===== config.mk =====
export PLATFORM = sky130hd
export DESIGN_NAME = ppt_top
export DESIGN_NICKNAME = d
export VERILOG_FILES = /design/src/core/ppt_pkg.sv /design/src/core/ppt_prescaler.sv /design/src/core/ppt_top.sv
export SDC_FILE = /design/constraint.sdc
export NUM_CORES = 1
export LEC_CHECK = 0
export BUFFER_PORTS_ARGS = -buffer_cell sky130_fd_sc_hd__buf_2
export CAP_MARGIN = 10
export CORE_UTILIZATION = 32
export DETAILED_ROUTE_END_ITERATION = 8
export GPL_TIMING_DRIVEN = 0
export PLACE_DENSITY = 0.46
export SLEW_MARGIN = 30
export SYNTH_ARGS = -nofsm -noshare
export SYNTH_HDL_FRONTEND = slang
export SYNTH_SLANG_ARGS = --single-unit

===== constraint.sdc =====
create_clock -name clk -period 5.29 [get_ports clk]
set_input_delay 1.3225 -clock clk [delete_from_list [all_inputs] [get_ports clk]]
set_output_delay 1.3225 -clock clk [all_outputs]
set_load 0.05 [all_outputs]

===== src/core/ppt_pkg.sv =====
package ppt_pkg;
  // ----------------------------------------
  // Register indices, byte address is 4 x index
  // ----------------------------------------
  localparam logic [11:0] IDX_CONTROL_HIGH = 12'h044;
  localparam logic [11:0] IDX_CONTROL_LOW = 12'h045;
  localparam logic [11:0] IDX_COUNTER_HIGH = 12'hfb0;
  localparam logic [11:0] IDX_COUNTER_LOW = 12'hfb1;
  localparam logic [11:0] IDX_PERIOD_HIGH = 12'hfb2;
  localparam logic [11:0] IDX_PERIOD_LOW = 12'hfb3;
  localparam logic [11:0] IDX_WIDTH_HIGH = 12'hfb4;
  localparam logic [11:0] IDX_WIDTH_LOW = 12'hfb5;
  localparam int IDX_LSB = 2;
  localparam int ADDR_W = 14;

  // ----------------------------------------
  // Reset values
  // ----------------------------------------
  localparam logic [7:0] RST_CONTROL = 8'h00;
  localparam logic [7:0] RST_COUNTER = 8'h00;
  localparam logic [7:0] RST_BUFFER = 8'hff;

  // ----------------------------------------
  // Upper control bits
  // ----------------------------------------
  localparam int CH_COUNT_ENABLE = 7;
  localparam int CH_SOFTWARE_TRIGGER = 6;
  localparam int CH_MODE_SELECT = 5;
  localparam int CH_RETRIGGER_ENABLE = 4;
  localparam int CH_CLOCK_SELECT_HI = 3;
  localparam int CH_CLOCK_SELECT_LO = 1;
  localparam int CH_OUTPUT_MASK_MODE = 0;

  // ----------------------------------------
  // Lower control bits
  // ----------------------------------------
  localparam int CL_TRIGGER_EDGE_HI = 7;
  localparam int CL_TRIGGER_EDGE_LO = 6;
  localparam int CL_IRQ_ENABLE = 5;
  localparam int CL_IRQ_FLAG = 4;
  localparam int CL_IRQ_SOURCE_HI = 3;
  localparam int CL_IRQ_SOURCE_LO = 2;
  localparam int CL_OUTPUT_ENABLE = 1;
  localparam int CL_OUTPUT_POLARITY = 0;

  // ----------------------------------------
  // Encodings
  // ----------------------------------------
  localparam logic [1:0] EDGE_NONE = 2'h0;
  localparam logic [1:0] EDGE_RISE = 2'h1;
  localparam logic [1:0] EDGE_FALL = 2'h2;
  localparam logic [1:0] EDGE_BOTH = 2'h3;
  localparam logic [1:0] IRQ_SRC_TRIGGER = 2'h0;
  localparam logic [1:0] IRQ_SRC_BORROW = 2'h1;
  localparam logic [1:0] IRQ_SRC_RISE = 2'h2;
  localparam logic [1:0] IRQ_SRC_BOTH = 2'h3;
  localparam int COUNT_W = 16;
  localparam int BYTE_W = 8;
  localparam int DATA_W = 32;
  localparam int PRESCALE_W = 8;
  localparam logic [COUNT_W-1:0] COUNT_LAST = 16'h0001;
endpackage


===== src/core/ppt_prescaler.sv =====
`timescale 1ns/100ps
module ppt_prescaler #(
  parameter int WIDTH = ppt_pkg::PRESCALE_W
) (
  // Clock and reset
  input wire logic clk,
  input wire logic rstn,
  input wire logic ce,
  // Source select and tick
  input wire logic [2:0] sel,
  output logic tick
);
  logic [WIDTH-1:0] cnt;
  logic [WIDTH-1:0] next_cnt;

  // ----------------------------------------
  // Divider mask per source
  // ----------------------------------------
  function automatic logic [WIDTH-1:0] div_mask(input logic [2:0] s);
    unique case (s)
      3'h0: div_mask = WIDTH'(8'h00);
      3'h1: div_mask = WIDTH'(8'h01);
      3'h2: div_mask = WIDTH'(8'h03);
      3'h3: div_mask = WIDTH'(8'h07);
      3'h4: div_mask = WIDTH'(8'h0f);
      3'h5: div_mask = WIDTH'(8'h1f);
      3'h6: div_mask = WIDTH'(8'h7f);
      3'h7: div_mask = WIDTH'(8'hff);
    endcase
  endfunction

  always_comb begin
    next_cnt = cnt + WIDTH'(1);
  end

  always_ff @(posedge clk) begin
    if (!rstn) begin
      cnt <= '0;
    end else if (ce) begin
      cnt <= next_cnt;
    end
  end

  assign tick = ce && ((cnt & div_mask(sel)) == div_mask(sel));
endmodule


===== src/core/ppt_top.sv =====
// Functional notes
// - One 16-bit pulse timer, channel one, with output and trigger pins.
// - Waveform reaches the pulse pin only while output_enable is 1.
// - Pulse pin shared: timer drives it when enabled, else general port.
// - Selected edge on the trigger pin starts a count.
// - Counter value readable as high and low bytes, resets 0, writes ignored.
// - Period buffer bytes read/write, reset to all ones.
// - High-width buffer bytes read/write, reset to all ones.
// - Upper control layout fixed, resets 0; software_trigger always reads 0.
// - Lower control layout fixed, resets 0; irq_flag cleared by writing 0, writing 1 keeps it.
// - Reload from period; high until count equals width, low until one.
// - Count clock picked from eight sources by clock select bits.
// - Reading counter high byte latches low byte for the following read.
// - Period written during counting takes effect at the next reload.
`timescale 1ns/100ps
module ppt_top (
  // Clock and reset
  input wire logic clk,
  input wire logic rstn,
  input wire logic ce,
  // Avalon-MM slave
  input wire logic [ppt_pkg::ADDR_W-1:0] address,
  input wire logic read,
  input wire logic write,
  input wire logic [ppt_pkg::DATA_W-1:0] writedata,
  output logic [ppt_pkg::DATA_W-1:0] readdata,
  output logic waitrequest,
  // Trigger pin
  input wire logic hw_trigger_pin,
  // Pulse pin and general port
  input wire logic gpio_out,
  input wire logic gpio_oe,
  output logic pulse_out_pin_o,
  output logic pulse_out_pin_oe,
  // Interrupt request level
  output logic irq_req
);
  // ----------------------------------------
  // State
  // ----------------------------------------
  logic ack;
  logic [7:0] ctl_hi;
  logic [7:0] ctl_lo;
  logic [15:0] period_buf;
  logic [15:0] period_valid;
  logic [15:0] width_buf;
  logic [15:0] width_valid;
  logic width_hi_pend;
  logic [15:0] width_cur;
  logic [15:0] count;
  logic [7:0] cnt_lo_latch;
  logic running;
  logic out_lvl;
  logic [1:0] trg_sync;
  logic trg_prev;
  logic [31:0] rdata;
  logic next_ack;
  logic [7:0] next_ctl_hi;
  logic [7:0] next_ctl_lo;
  logic [15:0] next_period_buf;
  logic [15:0] next_period_valid;
  logic [15:0] next_width_buf;
  logic [15:0] next_width_valid;
  logic next_width_hi_pend;
  logic [15:0] next_width_cur;
  logic [15:0] next_count;
  logic [7:0] next_cnt_lo_latch;
  logic next_running;
  logic next_out_lvl;
  logic [31:0] next_rdata;
  logic tick;
  logic acc;
  logic wr;
  logic rd;
  logic [11:0] idx;
  logic [7:0] wb;
  logic trg_edge;
  logic sw_trig;
  logic start;
  logic borrow;
  logic ev;
  logic wave;

  // ----------------------------------------
  // Count clock prescaler
  // ----------------------------------------
  ppt_prescaler #(.WIDTH(ppt_pkg::PRESCALE_W)) u_prescaler (
    .clk(clk),
    .rstn(rstn),
    .ce(ce),
    .sel(ctl_hi[ppt_pkg::CH_CLOCK_SELECT_HI:ppt_pkg::CH_CLOCK_SELECT_LO]),
    .tick(tick)
  );

  // ----------------------------------------
  // Bus decode
  // ----------------------------------------
  assign waitrequest = (read || write) && !ack;
  assign acc = (read || write) && ack && ce;
  assign wr = acc && write;
  assign rd = acc && read;
  assign idx = address[ppt_pkg::ADDR_W-1:ppt_pkg::IDX_LSB];
  assign wb = writedata[ppt_pkg::BYTE_W-1:0];
  assign readdata = rdata;

  function automatic logic hit(input logic [11:0] a, input logic [11:0] r);
    hit = (a == r);
  endfunction

  // ----------------------------------------
  // Trigger detection
  // ----------------------------------------
  always_comb begin
    unique case (ctl_lo[ppt_pkg::CL_TRIGGER_EDGE_HI:ppt_pkg::CL_TRIGGER_EDGE_LO])
      ppt_pkg::EDGE_NONE: trg_edge = 1'b0;
      ppt_pkg::EDGE_RISE: trg_edge = trg_sync[1] && !trg_prev;
      ppt_pkg::EDGE_FALL: trg_edge = !trg_sync[1] && trg_prev;
      ppt_pkg::EDGE_BOTH: trg_edge = trg_sync[1] != trg_prev;
    endcase
  end

  assign sw_trig = wr && hit(idx, ppt_pkg::IDX_CONTROL_HIGH)
    && wb[ppt_pkg::CH_SOFTWARE_TRIGGER];
  assign start = ctl_hi[ppt_pkg::CH_COUNT_ENABLE] && (sw_trig || trg_edge)
    && (!running || ctl_hi[ppt_pkg::CH_RETRIGGER_ENABLE]);
  assign borrow = running && tick && (count == ppt_pkg::COUNT_LAST);

  // ----------------------------------------
  // Next state
  // ----------------------------------------
  always_comb begin
    next_ack = (read || write) && !ack;
    next_ctl_hi = ctl_hi;
    next_ctl_lo = ctl_lo;
    next_period_buf = period_buf;
    next_period_valid = period_valid;
    next_width_buf = width_buf;
    next_width_valid = width_valid;
    next_width_hi_pend = width_hi_pend;
    next_width_cur = width_cur;
    next_count = count;
    next_cnt_lo_latch = cnt_lo_latch;
    next_running = running;
    next_out_lvl = out_lvl;
    next_rdata = rdata;
    // Register writes
    if (wr) begin
      if (hit(idx, ppt_pkg::IDX_CONTROL_HIGH)) begin
        next_ctl_hi = wb;
        next_ctl_hi[ppt_pkg::CH_SOFTWARE_TRIGGER] = 1'b0;
      end
      if (hit(idx, ppt_pkg::IDX_CONTROL_LOW)) begin
        next_ctl_lo = wb;
        next_ctl_lo[ppt_pkg::CL_IRQ_FLAG] = ctl_lo[ppt_pkg::CL_IRQ_FLAG]
          && wb[ppt_pkg::CL_IRQ_FLAG];
      end
      if (hit(idx, ppt_pkg::IDX_PERIOD_HIGH)) begin
        next_period_buf[15:8] = wb;
      end
      if (hit(idx, ppt_pkg::IDX_PERIOD_LOW)) begin
        next_period_buf[7:0] = wb;
        next_period_valid = {period_buf[15:8], wb};
      end
      if (hit(idx, ppt_pkg::IDX_WIDTH_HIGH)) begin
        next_width_buf[15:8] = wb;
        next_width_hi_pend = 1'b1;
      end
      if (hit(idx, ppt_pkg::IDX_WIDTH_LOW)) begin
        next_width_buf[7:0] = wb;
        next_width_valid = {width_buf[15:8], wb};
        next_width_hi_pend = 1'b0;
      end
    end
    // Register reads, data ready when waitrequest drops
    if ((read || write) && !ack && ce) begin
      next_rdata = '0;
      if (read) begin
        unique case (1'b1)
          hit(idx, ppt_pkg::IDX_CONTROL_HIGH): begin
            next_rdata[7:0] = ctl_hi & ~(8'h01 << ppt_pkg::CH_SOFTWARE_TRIGGER);
          end
          hit(idx, ppt_pkg::IDX_CONTROL_LOW): next_rdata[7:0] = ctl_lo;
          hit(idx, ppt_pkg::IDX_COUNTER_HIGH): begin
            next_rdata[7:0] = count[15:8];
            next_cnt_lo_latch = count[7:0];
          end
          hit(idx, ppt_pkg::IDX_COUNTER_LOW): next_rdata[7:0] = cnt_lo_latch;
          hit(idx, ppt_pkg::IDX_PERIOD_HIGH): next_rdata[7:0] = period_buf[15:8];
          hit(idx, ppt_pkg::IDX_PERIOD_LOW): next_rdata[7:0] = period_buf[7:0];
          hit(idx, ppt_pkg::IDX_WIDTH_HIGH): next_rdata[7:0] = width_buf[15:8];
          hit(idx, ppt_pkg::IDX_WIDTH_LOW): next_rdata[7:0] = width_buf[7:0];
          default: next_rdata = '0;
        endcase
      end
    end
    // Counter and waveform
    if (!ctl_hi[ppt_pkg::CH_COUNT_ENABLE]) begin
      next_running = 1'b0;
      next_out_lvl = 1'b0;
    end else if (start) begin
      next_running = 1'b1;
      next_count = period_valid;
      next_width_cur = width_valid;
      next_out_lvl = 1'b1;
    end else if (borrow) begin
      if (ctl_hi[ppt_pkg::CH_MODE_SELECT]) begin
        next_running = 1'b0;
        next_out_lvl = 1'b0;
      end else begin
        next_count = period_valid;
        next_width_cur = width_hi_pend ? width_cur : width_valid;
        next_out_lvl = 1'b1;
      end
    end else if (running && tick) begin
      next_count = count - 16'h0001;
      if (count - 16'h0001 == width_cur) begin
        next_out_lvl = 1'b0;
      end
    end
    // Interrupt flag, set wins over clear
    if (ev) begin
      next_ctl_lo[ppt_pkg::CL_IRQ_FLAG] = 1'b1;
    end
  end

  always_comb begin
    unique case (ctl_lo[ppt_pkg::CL_IRQ_SOURCE_HI:ppt_pkg::CL_IRQ_SOURCE_LO])
      ppt_pkg::IRQ_SRC_TRIGGER: ev = start;
      ppt_pkg::IRQ_SRC_BORROW: ev = borrow;
      ppt_pkg::IRQ_SRC_RISE: ev = next_out_lvl && !out_lvl;
      ppt_pkg::IRQ_SRC_BOTH: ev = borrow || (next_out_lvl && !out_lvl);
    endcase
  end

  always_ff @(posedge clk) begin
    if (!rstn) begin
      ack <= 1'b0;
      ctl_hi <= ppt_pkg::RST_CONTROL;
      ctl_lo <= ppt_pkg::RST_CONTROL;
      period_buf <= {ppt_pkg::RST_BUFFER, ppt_pkg::RST_BUFFER};
      period_valid <= {ppt_pkg::RST_BUFFER, ppt_pkg::RST_BUFFER};
      width_buf <= {ppt_pkg::RST_BUFFER, ppt_pkg::RST_BUFFER};
      width_valid <= {ppt_pkg::RST_BUFFER, ppt_pkg::RST_BUFFER};
      width_hi_pend <= 1'b0;
      width_cur <= {ppt_pkg::RST_BUFFER, ppt_pkg::RST_BUFFER};
      count <= {ppt_pkg::RST_COUNTER, ppt_pkg::RST_COUNTER};
      cnt_lo_latch <= ppt_pkg::RST_COUNTER;
      running <= 1'b0;
      out_lvl <= 1'b0;
      trg_sync <= 2'b00;
      trg_prev <= 1'b0;
      rdata <= '0;
    end else if (ce) begin
      ack <= next_ack;
      ctl_hi <= next_ctl_hi;
      ctl_lo <= next_ctl_lo;
      period_buf <= next_period_buf;
      period_valid <= next_period_valid;
      width_buf <= next_width_buf;
      width_valid <= next_width_valid;
      width_hi_pend <= next_width_hi_pend;
      width_cur <= next_width_cur;
      count <= next_count;
      cnt_lo_latch <= next_cnt_lo_latch;
      running <= next_running;
      out_lvl <= next_out_lvl;
      trg_sync <= {trg_sync[0], hw_trigger_pin};
      trg_prev <= trg_sync[1];
      rdata <= next_rdata;
    end
  end

  // ----------------------------------------
  // Pin sharing and interrupt
  // ----------------------------------------
  assign wave = (out_lvl && !ctl_hi[ppt_pkg::CH_OUTPUT_MASK_MODE])
    ^ ctl_lo[ppt_pkg::CL_OUTPUT_POLARITY];
  assign pulse_out_pin_o = ctl_lo[ppt_pkg::CL_OUTPUT_ENABLE] ? wave : gpio_out;
  assign pulse_out_pin_oe = ctl_lo[ppt_pkg::CL_OUTPUT_ENABLE] || gpio_oe;
  assign irq_req = ctl_lo[ppt_pkg::CL_IRQ_FLAG] && ctl_lo[ppt_pkg::CL_IRQ_ENABLE];
endmodule


==> flow_summary.yaml, run 1 <==
detailed_routing:
  drtPass1Iterations: 8
  viasPerCell: 5.03
  routed_wirelength_mm: 22.5
  drtIter0Drc: 553
  drc_errors: 0
  vias: 5927
  final_antenna_net_count: 0
  wl_per_cell_um: 19.1
floorplanning:
  fp.dieW_um: 146
  core_um2: 20200
  start_util_pct: 32.6
  num_rows: 52
  fp.dieArea_um2: 21200
  io_pins: 90
  die_y_um: 146
cts:
  cts-root-buf: "clkbuf_16"
  holdBufCountCts: 0
  cts.clk_slew.worst_paths_ns: 0.06
  cts_buffers: 17
  cts.sinks: 133
  worstSkewPairLatency_ns: 0.43
  clk_path_buf_depth: 2
  cts_tree: "done"
  cts_resized: 0
  cts_setup_buffers: 0
  cts_max_level: 4
finish:
  area_delta_synth_final_pct: 18.8
  fillers: 2129
  fin_cells: 1178
  num_antenna_cells: 0
  drive_above_1_share_pct: 13.3
  fin_nets: 956
logic_synthesis:
  ys_ff_latch: 133
  syn_area_per_cell_um2: 8.08
  ys_async_sr_fraction_pct: 0
  synth_top_cell_area_share_pct: 40.3
  ys_seq_area_share_pct: 40.3
  yosysWarningCount: 0
  synth_cells: 817
  synth_edf_count: 0
  yosys_most_used_dff: "dfxtp_1"
  synth.distinct_cells: 66
  synth.largest_area_cell: "dfxtp_1"
  netlist_area_um2: 6600
  ys_top_cells_by_area: "dfxtp_1 40%, nand2_1 8.5%, mux2i_1 7.3%"
min_path:
  min_from: "ctl_hi[0]$_SDFFE_PN0P_"
  holdPathStages: 2
  hold_class: "reg2reg"
  hold_end: "ctl_hi[0]$_SDFFE_PN0P_"
setup_path:
  crit_chain: "buf_2 > nand4b_1 > nor4_1 > nor2b_1 > clkbuf_1 > and2_0 > and3_1 > clkbuf_1 > clkbuf_1 > nand2_1 > nand3_1"
  cp.arrival_ns: 4.18
  rr_worst_depth: 8
  worstReg2RegStart: "count[0]$_SDFFE_PN0P_"
  crit_start: "address[8]"
  path_buf_inv: 4
  start_kind: "input pin"
  reg2reg_slack_ns: 1.90
  r2r_end: "width_cur[11]$_SDFFE_PN1P_"
  crit_path_end_kind: "register"
  required_ns: 5.65
  max_stage_delay_ns: 0.55
  critPathMostFrequentCell: "clkbuf_1"
  critical_path_class: "in2reg"
  cpMaxStageDelayCell: "nor4_1"
  cp_max_fo: 10
  worst_path_dominant_cell_family: "simple AND/OR/NAND/NOR gates"
timing:
  hold_viol: 0
  worst_clock_skew_ns: 0.00757
  post-route-period-util_pct: 72.3
  finalWorstSetupSlack_ns: 1.47
  finalCriticalPeriod_ns: 3.82
  slew_headroom_pct: 33.9
  setup_violations: 0
  tns_ns: 0
  maxSlewViolCount: 0
  max_freq_ghz: 0.262
  worst_slew_pin_slew_ns: 0.984
  rsz0062_at_grt: "no"
power:
  ir_drop_mv: 0.230
  cellPowerDensity_nw_per_um2: 310
  p_leak_nw: 3.61
global_route:
  grt_start_max_net_pins: 17
  grt_pass1_vias: 5426
  antenna_found_initial: 0
  grt.total_usage_pct: 21.7
  grt_remaining_overflow: 0
  grt_pass1_wl_mm: 33.9
placement:
  port_buffers: 38
  dpl.hpwl_mm: 16.7
  dp_cells: 1148
  routabilityCongestion: 0.857
  dp_slack_ns: 1.07
job:
  maxCapViolCount: 0
outcome:
  status: "finished clean"
==> synth_stat cells (2+ instances only) <==
cell / instances
a221o_1: 2
dfxtp_1: 133
a31oi_1: 4
mux2_2: 4
mux2i_1: 48
xor2_1: 13
o31ai_1: 3
o21ai_0: 41
nor3b_1: 2
nor4_1: 10
a211oi_1: 3
or2_2: 2
and2_1: 6
clkbuf_1: 41
o22ai_1: 12
nand4b_1: 2
or3_1: 8
buf_6: 3
nor3_1: 9
nor2b_1: 9
or4_4: 2
buf_4: 26
buf_1: 4
nand4_1: 6
nor2_1: 58
inv_1: 34
nand3b_1: 2
ha_1: 5
a221oi_1: 7
nand2_1: 149
buf_2: 5
mux4_2: 4
a41oi_1: 2
nand2b_1: 2
a21boi_0: 5
a211o_1: 2
o211ai_1: 2
a222oi_1: 3
a21oi_1: 45
nand3_1: 52
and3_1: 4
xnor2_1: 16
a22o_1: 4
==> where the power goes <==
part	internal, mW	total [mW]	switching [mW]
sequential	1.00	1.01	0.00269
combinational	0.0383	0.147	0.109
clock	0.812	1.28	0.464
==> cells by family after synthesis <==
logic type | count (synthesis) | synth area share, %
simple gates | 336 | 23.7
compound gates | 143 | 13.4
flops | 133 | 40.3
buf+inv | 114 | 8.40
mux | 56 | 9.33
xor+xnor | 29 | 3.85
fa+ha+maj | 5 | 0.948
other cells | 1 | 0.0568
==> flip-flops by register name, summed over array words and instances (netlist names), named ones only <==
signal           count
count               16
width_cur           16
period_buf          15
width_buf           15
period_valid         9
width_valid          9
cnt_lo_latch         8
ctl_lo               8
readdata             8
u_prescaler.cnt      8
ctl_hi               7
trg_sync             2
ack                  1
out_lvl              1
running              1
trg_prev             1
width_hi_pend        1
==> layer usage <==
metal	wire, µm	GRT usage [%]	vias to the layer above
met5	0	0	-
met4	438	6.53	0
met3	1140	4.26	29
met2	10100	33.9	192
met1	10800	30.2	2777
li1	-	-	2929
==> placed cells by master (no fill, tap or decap), types with 4 or more instances in the layout <==
cell / instances
nor2b_1: 9
a22o_1: 4
buf_1: 4
dfxtp_1: 133
mux2_2: 4
mux2i_1: 48
and2_1: 6
ha_1: 5
clkbuf_1: 41
nor2_1: 58
a221oi_1: 7
a21boi_0: 5
xor2_1: 13
clkbuf_16: 17
nand2_1: 149
or3_1: 8
buf_2: 43
mux4_2: 4
nand4_1: 6
bufinv_16: 4
o22ai_1: 12
conb_1: 24
o21ai_0: 41
xnor2_1: 16
inv_1: 34
nor3_1: 9
nor4_1: 10
a31oi_1: 4
buf_4: 26
and3_1: 4
a21oi_1: 45
nand3_1: 52
==> worst register-to-register path: cells and delay by family, from the launching register on <==
kind / cells / cell delay [ns]
compound gates: 2 / 0.58
fa+ha+maj: 1 / 0.26
buf+inv: 1 / 0.38
flops: 1 / 0.50
simple gates: 4 / 1.55
==> worst max-delay path by stage <==
| stage | endpoint | slack, ns | depth (start not counted) |
|---|---|---|---|
| 6_report | period_buf[3]$_SDFFE_PN1P_ | 1.47 | 11 |
| 4_1_cts | period_buf[3]$_SDFFE_PN1P_ | 1.49 | 11 |
| 5_1_grt | period_valid[15]$_SDFFE_PN1P_ | 1.20 | 11 |
| 2_1_floorplan | count[15]$_SDFFE_PN0P_ | 1.72 | 11 |
| 3_5_place_dp | width_cur[12]$_SDFFE_PN1P_ | 1.07 | 8 |
| 3_3_place_gp | width_cur[12]$_SDFFE_PN1P_ | 1.03 | 8 |
==> per-stage QoR <==
stage	hold slack, ns	total power [mW]	cell area (µm²)	util, %
2_1_floorplan	0.439	1.13	6690	-
3_3_place_gp	0.454	1.18	7210	35.7
3_5_place_dp	0.461	1.18	7210	35.7
4_1_cts	0.471	2.44	7840	38.8
5_1_grt	0.494	2.50	7840	38.8
6_report	0.470	2.43	7840	38.8
==> layout make-up <==
cell class | count | area, µm² | share of cell area (%)
multi-input combinational | 593 | 3470 | 44.2
timing repair buffer | 38 | 190 | 2.43
sequential | 133 | 2660 | 34.0
inverter | 35 | 131 | 1.68
tap | 270 | 338 | 4.31
clock inverter | 11 | 175 | 2.23
buffer | 79 | 423 | 5.39
clock buffer | 19 | 453 | 5.78
(Power assumes the default switching activity.)
==> run 2: changes to the inputs <==
PLACE_DENSITY = 0.48   (was 0.46)
clock period = 3.18 ns   (was 5.29 ns; I/O delays follow)
==> run 2 against run 1 <==
Effect of this change:
- combinational power rose by 66%
- critical path depth fell by 3
- sequential share of layout area rose by 0.12 points
- global-route usage fell by 0.47 points
==> flow_summary.yaml, run 2 (synthesis results as in run 1) <==
setup_path:
  r2r_end: "ctl_lo[4]$_SDFFE_PN0P_"
  worstReg2RegStart: "count[0]$_SDFFE_PN0P_"
  crit_path_end_kind: "register"
  reg2reg_slack_ns: 0.17
  max_stage_delay_ns: 0.70
  crit_chain: "ha_1 > or4b_2 > nor3_1 > nand4_1 > buf_4 > o31ai_1 > nand4b_1 > a21oi_1"
  start_kind: "register"
  required_ns: 3.53
  critical_path_class: "reg2reg"
  cpMaxStageDelayCell: "o31ai_1"
  cp.depth: 8
  cp.arrival_ns: 3.37
  cp_max_fo: 8
  worst_path_dominant_cell_family: "simple AND/OR/NAND/NOR gates"
  rr_worst_depth: 8
  path_buf_inv: 1
cts:
  cts.sinks: 133
  cts_tree: "done"
  worstSkewPairLatency_ns: 0.43
  cts-root-buf: "clkbuf_16"
  cts.clk_slew.worst_paths_ns: 0.06
  cts_buffers: 17
  cts_max_level: 4
  clk_path_buf_depth: 2
finish:
  final_common_cell: "nand2_1"
  area_delta_synth_final_pct: 18.4
  top_regs: "count (16), width_cur (16)"
  num_antenna_cells: 0
  fin_nets: 955
  mostFrequentLayoutCells: "149 x nand2_1, 132 x dfxtp_1, 58 x nor2_1, 51 x nand3_1, 48 x mux2i_1"
  fin_cells: 1179
  drive_above_1_share_pct: 14.4
timing:
  slew_headroom_pct: 41.4
  maxSlewViolCount: 0
  hold_viol: 0
  finalCriticalPeriod_ns: 3.01
  worst_slew_pin_slew_ns: 0.871
  post-route-period-util_pct: 94.8
  tns_ns: 0
  rsz0062_at_grt: "no"
  setup_violations: 0
  max_freq_ghz: 0.332
  worst_clock_skew_ns: 0.0134
  hold_ws_ns: 0.471
floorplanning:
  core_um2: 20200
  io_pins: 90
  fp.dieArea_um2: 21200
  num_rows: 52
  fp.dieW_um: 146
  die_y_um: 146
  start_util_pct: 32.6
placement:
  dpl.hpwl_mm: 16.5
  dp_cells: 1148
  routabilityCongestion: 0.863
  port_buffers: 38
global_route:
  antenna_found_initial: 0
  grt.total_usage_pct: 21.3
  grt_pass1_wl_mm: 33.7
  grt_pass1_vias: 5434
  grt_remaining_overflow: 0
  grt_start_max_net_pins: 17
min_path:
  hold_end: "width_valid[13]$_SDFFE_PN1P_"
  hold_class: "reg2reg"
  holdPathStages: 2
  min_from: "width_valid[13]$_SDFFE_PN1P_"
outcome:
  status: "finished clean"
detailed_routing:
  final_antenna_net_count: 0
  drtPass1Iterations: 5
  routed_wirelength_mm: 22.2
  drtIter0Drc: 341
  vias: 5944
  wl_per_cell_um: 18.8
  viasPerCell: 5.04
  drc_errors: 0
power:
  cellPowerDensity_nw_per_um2: 491
  p_leak_nw: 3.60
  ir_drop_mv: 0.378
job:
  maxCapViolCount: 0
run 2: cell count changes in the layout (fill, tap and decap cells not counted), sizes merged:
cell	change
clkinv	+1
clkbuf	-1
bufinv	-3
buf	+1
inv	+2
clkinvlp	+1
run 2: worst max-delay path by stage:
stage | slack, ns | to | startpoint
after floorplan | 0.14 | count[15]$_SDFFE_PN0P_ | address[7]
after CTS | 0.009 | width_cur[12]$_SDFFE_PN1P_ | count[0]$_SDFFE_PN0P_
after detailed placement | -0.51 | period_buf[2]$_SDFFE_PN1P_ | address[8]
after global placement | -0.50 | period_valid[15]$_SDFFE_PN1P_ | address[8]
after global routing | 0.002 | count[9]$_SDFFE_PN0P_ | ce
final | 0.17 | ctl_lo[4]$_SDFFE_PN0P_ | count[0]$_SDFFE_PN0P_
run 2: final cells by class:
cell class	count	area (µm²)
Fill cell	2084	12400
Clock inverter	12	119
Sequential cell	133	2660
Tap cell	270	338
Buffer	77	419
Timing Repair Buffer	39	198
Multi-Input combinational cell	593	3500
Clock buffer	20	447
Inverter	35	131
run 2: metal layers:
metal  vias to the layer above  global-route usage [%]  wire (µm)
met4                         0                    7.00        433
met3                        24                    3.39        902
met5                         -                       0          0
met2                       162                    33.6      10000
li1                       2930                       -          -
met1                      2828                    29.5      10800
run 2: what timing repair did:
action,4_1_cts,5_1_grt
endpoints found under the setup margin,27,64
buffers inserted,0,1
hold buffers,0,0
gates resized for setup,3,9
pin swaps,0,1
run 2: per-stage QoR:
stage               instance area (µm²)  util, %  total power, mW  setup WS, ns
global placement                   7210     35.7             1.95        -0.497
finish                             7820     38.6             3.84         0.166
floorplan                          6690        -             1.87         0.136
CTS                                7780     38.5             3.85       0.00899
global route                       7820     38.6             3.94       0.00158
detailed placement                 7210     35.7             1.95        -0.508
run 2: where the power goes:
group          internal, mW  switching [mW]  leakage (nW)
Combinational        0.0640           0.180          2.25
Sequential             1.67         0.00481          1.07
Clock                  1.11           0.812         0.268
Total                  2.84           0.997          3.60
run 2: worst min-delay path: stages (launching register included):
cell	delay, ns
dfxtp_1	0.31
nand2_1	0.05
nand3_1	0.06
